`src/include/fiml_params.svh`:
```
// Offsets, field positions, reset values and widths of the fault mask and latch block
`ifndef FIML_PARAMS_SVH
`define FIML_PARAMS_SVH
`define FIML_ADDR_W 8
`define FIML_OFS_CLK_MASK 8'h2F
`define FIML_OFS_OV_MASK 8'h32
`define FIML_OFS_THR_MASK 8'h33
`define FIML_OFS_CLK_LATCH 8'h34
`define FIML_OFS_CH_SUMMARY 8'h35
`define FIML_RST_CLK_MASK 8'hF8
`define FIML_RST_OV_MASK 8'h00
`define FIML_RST_THR_MASK 8'h30
`define FIML_RST_LATCH 8'h00
`define FIML_OV_MASK_USED 8'hC0
`define FIML_CLK_MASK_USED 8'hF8
`define FIML_LATCH_USED 8'hF8
`define FIML_SUM_USED 8'hC8
`define FIML_BIT_CLK_ERR 7
`define FIML_BIT_PLL_LOCK 6
`define FIML_BIT_BST_OT 5
`define FIML_BIT_BST_OC 4
`define FIML_BIT_BST_MODE 3
`define FIML_BIT_SUM_CH1 7
`define FIML_BIT_SUM_CH2 6
`define FIML_BIT_SUM_BAT_LOW 3
`define FIML_BIT_OV_POS 7
`define FIML_BIT_OV_NEG 6
`define FIML_CH_BAT_POS 1
`define FIML_CH_BAT_NEG 0
`endif

```
`src/include/fiml_pkg.sv`:
```
// Types shared by the fault mask and latch block
package fiml_pkg;
    // Register port request from the control interface
    typedef struct packed {
        logic wrEn;
        logic rdEn;
        logic [7:0] addr;
        logic [7:0] wrData;
    } fiml_req_t;
    // Event pulses for the clock and boost latch
    typedef struct packed {
        logic clkErr;
        logic pllLock;
        logic boostOverTemp;
        logic boostOverCurrent;
        logic boostModeEvent;
    } fiml_evt_t;
    // Read response state, valid pulse one cycle after a read
    typedef enum logic [0:0] {
        FIML_RD_IDLE = 1'b0,
        FIML_RD_DONE = 1'b1
    } fiml_rd_state_t;
endpackage

```
`src/core/fiml_fault_interrupt_mask_latch.sv`:
```
// Fault mask registers, clock/boost latch, channel summary and interrupt gating
// Functional notes
// - Bit 7 at 0x32 masks positive-input overvoltage
// - Bit 6 masks negative overvoltage; 5..0 reserved
// - 0x33 bits 7,6 mask monitor thresholds
// - 0x33 bits 5,4 mask voice detect; reset 0x30
// - 0x33 bits 3..0 mask bias faults
// - 0x34 bit 7 latches clock error
// - 0x34 bits 6..3 latch PLL, boost events
// - 0x35 bits 7,6 summarise channel faults
// - 0x35 bit 3 flags low-battery short
// - Clock error paired with mask at 0x2F
// - Summary derived from per-channel fault latches
`timescale 1ns/1ps
`include "fiml_params.svh"
module fiml_fault_interrupt_mask_latch
    import fiml_pkg::*;
(
    // Clock and reset
    input wire logic core_clk,
    input wire logic rst,
    // Control port register access
    input wire fiml_req_t regReq,
    output logic [7:0] rdData,
    output logic rdValid,
    // Event pulses from clock, PLL and boost logic
    input wire fiml_evt_t evtIn,
    // Fault levels from other monitors
    input wire logic [1:0] overVoltageFault,
    input wire logic [7:0] thresholdBiasFault,
    // Per-channel latched input fault registers
    input wire logic [7:0] ch1FaultLatch,
    input wire logic [7:0] ch2FaultLatch,
    input wire logic batteryBelowBias,
    // Interrupt request, active high
    output logic intReq
);

    logic [7:0] clkMask_r;
    logic [7:0] ovMask_r;
    logic [7:0] thrMask_r;
    logic [7:0] latch_r;
    logic [7:0] summary_r;
    logic [7:0] evtVec;
    logic [7:0] summaryNow;
    logic rdLatch;
    logic rdSummary;
    logic batLowEvt;
    fiml_rd_state_t rdState_r;

    // Address match helper
    function automatic logic hit(input logic [7:0] a, input logic [7:0] ofs);
        hit = (a == ofs);
    endfunction

    assign rdLatch = regReq.rdEn && hit(regReq.addr, `FIML_OFS_CLK_LATCH);
    assign rdSummary = regReq.rdEn && hit(regReq.addr, `FIML_OFS_CH_SUMMARY);

    // Event vector in latch bit order
    always_comb
    begin
        evtVec = 8'h00;
        evtVec[`FIML_BIT_CLK_ERR] = evtIn.clkErr;
        evtVec[`FIML_BIT_PLL_LOCK] = evtIn.pllLock;
        evtVec[`FIML_BIT_BST_OT] = evtIn.boostOverTemp;
        evtVec[`FIML_BIT_BST_OC] = evtIn.boostOverCurrent;
        evtVec[`FIML_BIT_BST_MODE] = evtIn.boostModeEvent;
    end

    // Summary sources from per-channel latches
    assign batLowEvt = batteryBelowBias && (ch1FaultLatch[`FIML_CH_BAT_POS] || ch1FaultLatch[`FIML_CH_BAT_NEG]
        || ch2FaultLatch[`FIML_CH_BAT_POS] || ch2FaultLatch[`FIML_CH_BAT_NEG]);
    always_comb
    begin
        summaryNow = 8'h00;
        summaryNow[`FIML_BIT_SUM_CH1] = |ch1FaultLatch;
        summaryNow[`FIML_BIT_SUM_CH2] = |ch2FaultLatch;
        summaryNow[`FIML_BIT_SUM_BAT_LOW] = batLowEvt;
    end

    // Mask register writes, reserved bits held at zero
    always_ff @(posedge core_clk or posedge rst)
    begin
        if (rst)
        begin
            clkMask_r <= `FIML_RST_CLK_MASK;
            ovMask_r <= `FIML_RST_OV_MASK;
            thrMask_r <= `FIML_RST_THR_MASK;
        end
        else if (regReq.wrEn)
        begin
            if (hit(regReq.addr, `FIML_OFS_CLK_MASK))
                clkMask_r <= regReq.wrData & `FIML_CLK_MASK_USED;
            if (hit(regReq.addr, `FIML_OFS_OV_MASK))
                ovMask_r <= regReq.wrData & `FIML_OV_MASK_USED;
            if (hit(regReq.addr, `FIML_OFS_THR_MASK))
                thrMask_r <= regReq.wrData;
        end
    end

    // Sticky latch, cleared on read; a new event wins over the clear
    always_ff @(posedge core_clk or posedge rst)
    begin
        if (rst)
            latch_r <= `FIML_RST_LATCH;
        else if (rdLatch)
            latch_r <= evtVec;
        else
            latch_r <= latch_r | evtVec;
    end

    // Summary sticky, cleared on read
    always_ff @(posedge core_clk or posedge rst)
    begin
        if (rst)
            summary_r <= `FIML_RST_LATCH;
        else if (rdSummary)
            summary_r <= summaryNow;
        else
            summary_r <= summary_r | summaryNow;
    end

    // Read data path, registered, unmapped reads return zero
    always_ff @(posedge core_clk or posedge rst)
    begin
        if (rst)
        begin
            rdData <= 8'h00;
            rdState_r <= FIML_RD_IDLE;
        end
        else
        begin
            rdState_r <= regReq.rdEn ? FIML_RD_DONE : FIML_RD_IDLE;
            if (regReq.rdEn)
            begin
                case (regReq.addr)
                    `FIML_OFS_CLK_MASK: rdData <= clkMask_r;
                    `FIML_OFS_OV_MASK: rdData <= ovMask_r;
                    `FIML_OFS_THR_MASK: rdData <= thrMask_r;
                    `FIML_OFS_CLK_LATCH: rdData <= latch_r & `FIML_LATCH_USED;
                    `FIML_OFS_CH_SUMMARY: rdData <= summary_r & `FIML_SUM_USED;
                    default: rdData <= 8'h00;
                endcase
            end
        end
    end
    assign rdValid = (rdState_r == FIML_RD_DONE);

    // Interrupt: unmasked latched events and unmasked live faults
    always_ff @(posedge core_clk or posedge rst)
    begin
        if (rst)
            intReq <= 1'b0;
        else
            intReq <= |(latch_r & ~clkMask_r & `FIML_LATCH_USED)
                || |({overVoltageFault, 6'h00} & ~ovMask_r & `FIML_OV_MASK_USED)
                || |(thresholdBiasFault & ~thrMask_r);
    end
endmodule

```
`config.mk`:
```
export PLATFORM = sky130hd
export DESIGN_NAME = fiml_fault_interrupt_mask_latch
export DESIGN_NICKNAME = d
export VERILOG_FILES = /design/src/include/fiml_pkg.sv /design/src/core/fiml_fault_interrupt_mask_latch.sv
export VERILOG_INCLUDE_DIRS = /design/src /design/src/include
export SDC_FILE = /design/constraint.sdc
export NUM_CORES = 1
export LEC_CHECK = 0
export BUFFER_PORTS_ARGS = -buffer_cell sky130_fd_sc_hd__buf_2
export CORE_ASPECT_RATIO = 1.25
export CORE_MARGIN = 5
export CORE_UTILIZATION = 49
export CTS_BUF_LIST = sky130_fd_sc_hd__clkbuf_16
export CTS_CLUSTER_DIAMETER = 50
export DETAILED_ROUTE_END_ITERATION = 8
export PLACE_DENSITY_LB_ADDON = 0.15
export SLEW_MARGIN = 10
export SYNTH_ARGS = -nofsm -noshare
export SYNTH_HDL_FRONTEND = slang
export SYNTH_SLANG_ARGS = --single-unit
```
`constraint.sdc`:
```
create_clock -name core_clk -period 1.4 [get_ports core_clk]
set_clock_uncertainty 0.15 [all_clocks]
set_input_delay 0.28 -clock core_clk [delete_from_list [all_inputs] [get_ports core_clk]]
set_output_delay 0.28 -clock core_clk [all_outputs]
set_load 0.01 [all_outputs]
```
# After elaboration in Yosys (flattened, before gate mapping)
# Cells that the tools add are included.
[word_totals]
in_bits = 52
elab_cells = 41
ff_bits = 41
out_inout_bits = 10
[classes]
n_bitwise = 8
reduce_logical = 16
mux = 4
eq_ne = 5
[op_table]
columns = ["operator", "n"]
rows = [
  ["$eq A8 B6 Y1 const B", 5],
  ["$pmux W8 S5", 1],
  ["$and A8 B8 Y8", 3],
  ["$not A8 Y8", 3],
  ["$reduce_or A8 Y1", 3],
  ["$mux W8", 2],
  ["$or A8 B8 Y8", 2],
  ["$reduce_and A2 Y1", 3],
  ["$logic_or A1 B1 Y1", 5],
  ["$reduce_or A5 Y1", 1],
  ["$logic_and A1 B1 Y1", 3],
  ["$reduce_or A2 Y1", 1],
  ["$mux W1", 1],
]

# Depth between registers and ports, before layout
# Gate-level depths: netlist (run 1).
[depth]
depth_word = 6
ltp_mapped = 5
ltp_nobuf = 4

# Worst setup path after synthesis (run 1)
# OpenSTA, ideal clock, no wires.
[synth_path]
path_kind = "input-to-reg"
start = "input port regReq[10] in the netlist's numbering"
end = "register thrMask_r[0]"
path_buffers = 1
setup_time_ps = 125
arrival_time_ps = 1136
setup_slack_ps = -11
cell_stages = 4
cell_sequence = "and4bb_1 buf_2 nand3_2 mux2_2"
[synth_via]
elab_chain_cells = 2
[synth_lines]
columns = ["element", "line", "rtl"]
rows = [
  ["start, declared", "fiml_fault_interrupt_mask_latch.sv:23", "input wire fiml_req_t regReq,"],
  ["$eq A8 B6 Y1", "fiml_fault_interrupt_mask_latch.sv:53", "hit = (a == ofs);"],
  ["$reduce_and A2 Y1 (no source line)", "-", ""],
  ["end signal, assigned", "fiml_fault_interrupt_mask_latch.sv:88", "thrMask_r <= `FIML_RST_THR_MASK;"],
  ["end signal, assigned", "fiml_fault_interrupt_mask_latch.sv:97", "thrMask_r <= regReq.wrData;"],
  ["end, declared", "fiml_fault_interrupt_mask_latch.sv:41", "logic [7:0] thrMask_r;"],
]
# No other way between the ends.
# A chain may end at the register's enable or synchronous reset.

# Worst setup path after layout (run 1)
[layout_path]
start = "register clkMask_r[3]"
end = "register intReq"
[layout_via]
elab_chain_cells = 5
[layout_lines]
columns = ["element", "line", "rtl"]
rows = [
  ["start, declared", "fiml_fault_interrupt_mask_latch.sv:39", "logic [7:0] clkMask_r;"],
  ["start signal, assigned", "fiml_fault_interrupt_mask_latch.sv:86", "clkMask_r <= `FIML_RST_CLK_MASK;"],
  ["start signal, assigned", "fiml_fault_interrupt_mask_latch.sv:93", "clkMask_r <= regReq.wrData & `FIML_CLK_MASK_USED;"],
  ["$not A8 Y8", "fiml_fault_interrupt_mask_latch.sv:155", "intReq <= |(latch_r & ~clkMask_r & `FIML_LATCH_USED)"],
  ["$and A8 B8 Y8", "fiml_fault_interrupt_mask_latch.sv:155", ""],
  ["$reduce_or A5 Y1", "fiml_fault_interrupt_mask_latch.sv:155", ""],
  ["$logic_or A1 B1 Y1 (2 in series)", "fiml_fault_interrupt_mask_latch.sv:155", ""],
  ["end signal, assigned", "fiml_fault_interrupt_mask_latch.sv:155", ""],
  ["end, declared", "fiml_fault_interrupt_mask_latch.sv:36", "output logic intReq"],
]
# No other way between the ends.

==> metrics.md, run 1 <==
| Metric | Value |
|---|---|
| Outcome | completed |
| Syn avg cell area | 11.03 um^2 |
| Grt ovf | 0 |
| # DRC | 0 |
| Startpoint types | flip-flop |
| N_diodes | 0 |
| Adder-cell share of the synthesized area | 0% |
| RSZ-0062 raised after global routing | false |
| Pwr dens | 1064 nW/um^2 |
| Setup ws final | 62.56 ps |
| Critical Path, Cell by Cell | inv_1 -> a222oi_1 -> nand3_1 |
| Clock Latency Late Sink | around 280 ps |
| HP Class | in -> reg |
| IO Count | 62 |
| Crit path DAT | 1330 ps |
| Finished Cell Area | 2326 um^2 |
| Synth Area in Simple Gates | 16.79% |
| Pleak | 0.001154 uW |
| Crit-path leading delay family | flip-flops |
| Post-synthesis xor/xnor area fraction | 0% |
| Syn_nets | 204 |
| Core Area | 3252 um^2 |
| Post-Syn Instances | 152 |
| Worst path buffer plus inverter count | 1 |
| Clock buffer count from CTS | 5 |
| Kind of critical path | reg -> reg |
| WL/cell | 16.97 um |
| Clock Sinks | 33 |
| Starting density of the core | 51.56% |
| Routed Antenna Nets | 0 |
| Nets | ~290 |
| Critical path required time | 1390 ps |
| Input/output buffers | 61 |
| First DRT Iteration DRCs | between 70 and 80 |
| Via density | 5.392 |
| Period utilization | 95.53% |
| Largest family of logic cells by synthesized area | simple AND/OR/NAND/NOR gates |
| Via count | 1,472 |
| Register area share after synthesis | 49.78% |
| Die Width | between 60 and 70 um |
| Hold WS | 25.74 ps |
| H-tree depth | 2 |
| Maxcap violations | 0 |
| Fillers | 239 |
| Final WL | between 4000 and 5000 um |
| CTS tree | done |
| Max Freq | 747.7 MHz |
| Die Y | 75.40 um |
| VDD IR-drop max | 1.199 mV |
| Vias in the first global route | 1,599 |
| First-pass GRT wire length | 7431 um |
| Mux contribution to synthesized area | 11.19% |
| Die area | 4699 um^2 |
| Gr usage total | between 20% and 30% |
| Crit. End Element | flip-flop |
| Yosys reg bits | 33 |
| Yosys warns | 0 |
| Clock transition at path regs | 50 ps |
| Placed Area | about 2100 um^2 |
| Drt pass-1 iters | 4 |
| # setup viols final | 0 |
| Final Critical Period | 1337 ps |
| Complex-gate fraction of the synthesized area | 15.52% |
| Netlist cell types | 38 |
| Clk root buf | clkbuf_16 |
| CP max stage delay | 520 ps |
| Initial antenna violation count | 0 |
| Syn-to-layout area delta | 38.73% |
| Worst rel slew slack | 76.54% |
| Share of cells above drive strength 1 | 48.73% |
| Non-filler cells, final | 273 |
| RD Place Congestion | 0.8957 |
| Setup WS pre-CTS | -243.3 ps |
| Final max-slew violation count | 0 |
| Largest net degree at the start of global routing | 34 |
| Max Root-Sink Buffers | 2 |
| Post-Syn Area | 1677 um^2 |
| Post-detail-place hpwl | 3651 um |
| Slowest cell on the critical path | dfstp_2 |
| Final hold violation count | 0 |
| Row count | 23 |
| CP Max Fanout | 2 |
| Measured slew at the worst slew-check pin | 351.9 ps |
| Cell Count Post-Placement | 263 |
flip-flops by register name (all words and copies together), names as in the netlist:
name and flops:
ovMask_r 2, thrMask_r 8, summary_r 3, latch_r 5, rdData 8, rdValid 1
intReq 1, clkMask_r 5
power by group:
| group | switching [uW] | total, uW | leakage [uW] | internal [uW] |
|---|---|---|---|---|
| clock network | 394 | 1220 | 0.0000826 | 826 |
| logic | 111 | 244 | 0.000689 | 133 |
| registers | 21.7 | 1010 | 0.000383 | 990 |
Yosys cell counts, drive strengths merged:
master  instances  area, um^2
mux2           15       187.7
nand3          11       60.06
inv            22       82.58
and4bb          3       37.53
nor2            3       11.26
nor4            5       31.28
nand2b          1       6.260
o41ai           1       8.760
and4b           1       11.26
o21a            1       7.510
clkbuf          1       3.750
a41oi           1       8.760
a221oi          1       8.760
dfstp           7       183.9
a22o            4       35.03
a32oi           3       26.28
o22ai          10       62.56
a222oi          2       20.02
buf             4       26.27
a21o            5       37.54
o21ai           1       5.000
nor4b           1       23.77
a21oi           1       5.000
a32o            1       10.01
and2            2       15.02
a311o           1       10.01
nor2b           4       25.02
nand4           1       6.260
nand2          10       45.04
and3b           1       8.760
dfrtp          26       650.6
a22oi           2       15.01
final cells by class:
cell class / instances / area (um^2) / area share (%)
Clock inverter: 3 / 37.54 / 1.614
Sequential cell: 33 / 834.6 / 35.88
Clock buffer: 5 / 125.1 / 5.379
Inverter: 22 / 82.58 / 3.550
Multi-Input combinational cell: 92 / 729.5 / 31.36
Timing Repair Buffer: 81 / 470.5 / 20.23
Tap cell: 37 / 46.29 / 1.990
per-stage QoR:
step | setup TNS, ps | power (uW) | utilization [%]
finish | 0 | 2475 | 71.53
global route | 0 | 2573 | 71.53
CTS | 0 | 2490 | 71.30
detailed placement | -5539 | 1266 | 65.99
global placement | -4538 | 1256 | 65.99
floorplan | 0 | 1121 | -
placed cells by master, fill, tap and decap left out, types with 2 or more instances in the layout:
cell        n
a21o_1      5
a222oi_1    2
a22o_1      4
a22oi_1     2
a32oi_1     3
and4bb_2    2
buf_2      61
buf_4      18
clkbuf_16   5
dfrtp_1    26
dfstp_2     7
inv_1      23
mux2_2     10
mux2_4      5
nand2_1     9
nand3_1    10
nor2_1      3
nor2b_1     4
nor4_1      5
o22ai_1    10
timing repair:
| item | in CTS | in global routing |
|---|---|---|
| setup endpoints to repair | 0 | 9 |
| endpoints found under the hold margin | 26 | 0 |
| buffers inserted | 0 | 1 |
| hold buffers | 1 | 0 |
| resized for setup | 0 | 1 |
path summary, 6_finish.rpt:
check                      slack [ps]  depth (start not counted)    startpoint            to
min reg2reg                       360                          2  summary_r[7]  summary_r[7]
max in group asynchronous         420                          4           rst  clkMask_r[7]
min in group asynchronous         440                          4           rst    latch_r[3]
max                                60                          3  clkMask_r[3]        intReq
min                                30                          2      evtIn[0]    latch_r[3]
max reg2reg                        60                          3  clkMask_r[3]        intReq
metal layers:
| metal | share of wire, % | global-route usage [%] | vias up |
|---|---|---|---|
| met5 | 0 | 0 | - |
| met2 | 53 | 36.87 | 41 |
| li1 | - | - | 721 |
| met4 | 1.1 | 6.368 | 0 |
| met3 | 4.7 | 5.162 | 5 |
| met1 | 41 | 23.86 | 705 |
cells by family after synthesis:
logic type | after synthesis
flip-flops | 33
AND/OR/NAND/NOR | 43
buffers and inverters | 27
AO/OA/AOI/OAI | 34
multiplexers | 15
worst register-to-register path: cells and delay by family (launching register included):
kind	cells	cell delay [ps]
AOI/OAI and AO/OA	1	360
and+or+nand+nor	1	130
DFF	1	520
buffers and inverters	1	40
Power figures use the tool's default switching activity.
==> run 2: changes to the inputs <==
BUFFER_PORTS_ARGS = unset   (was -buffer_cell sky130_fd_sc_hd__buf_2)
CORE_UTILIZATION = 54   (was 49)
DONT_BUFFER_PORTS = 1   (was unset)
clock period = 1.2 ns   (was 1.4 ns; I/O delays follow)
==> run 2 against run 1 <==
The run now ends with negative hold slack, negative setup slack left. Clock power up 16%. Worst setup slack lost 250 ps. Cell count down 12%. Power up 16%. Worst hold slack worse by 77 ps. Critical path type unchanged. Largest cell class unchanged. Largest power group unchanged.
==> metrics.md, run 2 (same netlist as run 1, synthesis figures left out) <==
| Metric | Value |
|---|---|
| Hold WS | -50.91 ps |
| Placed Area | roughly 1900 um^2 |
| Setup ws final | -188.0 ps |
| Max Root-Sink Buffers | 2 |
| RSZ-0062 raised after global routing | true |
| Worst rel slew slack | between 70% and 80% |
| Nets | 255 |
| Largest net degree at the start of global routing | 26 |
| Startpoint types | flip-flop |
| Max Freq | 720.5 MHz |
| Grt ovf | 0 |
| Setup WS pre-CTS | -229.7 ps |
| Clock Latency Late Sink | ~280 ps |
| Final WL | 4876 um |
| Cts hold-fix bufs | 27 |
| Final hold violation count | 3 |
| Non-filler cells, final | between 200 and 250 |
| Initial antenna violation count | 0 |
| Commonest non-fill, non-tap cell in the layout | dfrtp_1 |
| Commonest non-fill, non-tap cells in the layout | dfrtp_1, inv_1, dlygate4sd3_1, buf_4 |
| Area of the multi-input gates | 787.0 um^2 |
| CP Max Fanout | 2 |
| Cell Count Post-Placement | 204 |
| Pleak | 0.001103 uW |
| Clock Sinks | 33 |
| Via density | 6.095 |
| Crit. End Element | flip-flop |
| Clk root buf | clkbuf_16 |
| # DRC | 0 |
| Finished Cell Area | 2381 um^2 |
| Register Area | 834.6 um^2 |
| Hold depth | 2 |
| Input/output buffers | 0 |
| Die area | roughly 4300 um^2 |
| Measured slew at the worst slew-check pin | 398.0 ps |
| Vias in the first global route | ~1,500 |
| R2R depth | 3 |
| H-tree depth | 2 |
| Clock buffer count from CTS | 5 |
| First DRT Iteration DRCs | 64 |
| Final Critical Period | 1388 ps |
| IO Count | 62 |
| Crit path DAT | 1370 ps |
| Pwr dens | 1201 nW/um^2 |
| Syn-to-layout area delta | 42.01% |
| VDD IR-drop max | roughly 1.4 mV |
| Biggest regs | rdData: 8 flops, thrMask_r: 8 flops |
| Gr usage total | between 20% and 30% |
| Core Area | 2973 um^2 |
| Period utilization | 115.7% |
| First-pass GRT wire length | 7127 um |
| Kind of critical path | reg -> reg |
| Clock transition at path regs | 50 ps |
| Drt pass-1 iters | 4 |
| Starting density of the core | 56.40% |
| Outcome | complete, but fails checks |
| Fillers | 164 |
| Via count | 1,469 |
| Failing checks | negative hold slack, negative setup slack |
| Share of cells above drive strength 1 | 32.35% |
| # setup viols final | 4 |
| Post-detail-place hpwl | 3277 um |
| Maxcap violations | 0 |
| CTS tree | done |
| Die Width | about 60 um |
| Final max-slew violation count | 0 |
| Critical path required time | approximately 1200 ps |
| Post-layout util | 80.09% |
| RD Place Congestion | 0.8568 |
| HP Class | in -> reg |
| Routed Antenna Nets | 0 |
| Die Y | 72.30 um |
| Row count | 22 |
| WL/cell | 20.23 um |
run 2: cell count changes in the layout (fill, tap and decap cells not counted), sizes merged:
cell          before  now
dlymetal6s4s       0    8
diode              0    1
buf               80   22
dlygate4sd3        1   19
run 2: metal layers:
layer	vias to the layer above	share of wire, %	wire, um	global-route usage (%)
met2	71	50	2456	36.06
li1	666	-	-	-
met1	719	40	1950	26.54
met4	0	2.1	103	8.867
met3	13	7.5	365	9.253
met5	-	0	0	0
run 2: repair_timing:
action                                 CTS  global route
endpoints found under the hold margin   57             2
pin swaps                               10            10
setup buffers                            1             0
resized for setup                        4            16
setup endpoints to repair                6            12
run 2: worst max-delay path, stage by stage, from the launching register on:
cell and delay (ps):
dfstp_2 550, inv_2 40, a222oi_1 380, nand3_1 130
run 2: through the flow:
stage	hold WS [ps]	setup TNS (ps)	power, uW
floorplan	121.4	-2295	1309
global placement	-24.91	-5166	1355
detailed placement	-8.834	-5704	1362
CTS	-50.02	-346.5	2848
global route	-37.39	-462.6	2928
finish	-50.91	-282.9	2859
run 2: final cells by class:
class                           instances  share of cell area [%]
Antenna cell                            1                  0.1051
Clock buffer                            5                   5.255
Clock inverter                          3                   1.576
Inverter                               22                   3.468
Multi-Input combinational cell         92                   33.05
Sequential cell                        33                   35.05
Tap cell                               36                   1.892
Timing Repair Buffer                   49                   19.60
run 2: final timing paths:
kind / slack (ps) / start / endpoint
worst max-delay path: -190 / clkMask_r[3] / intReq
worst min-delay path: -50 / ch1FaultLatch[4] / summary_r[7]
worst max register to register: -190 / clkMask_r[3] / intReq
worst min register to register: 360 / summary_r[7] / summary_r[7]
max in group asynchronous: 280 / rst / clkMask_r[3]
min in group asynchronous: 250 / rst / rdData[6]
run 2: where the power goes:
group | internal [uW] | switching (uW)
clock | 963 | 447
sequential | 1150 | 28.3
combinational | 159 | 108
total | 2280 | 583
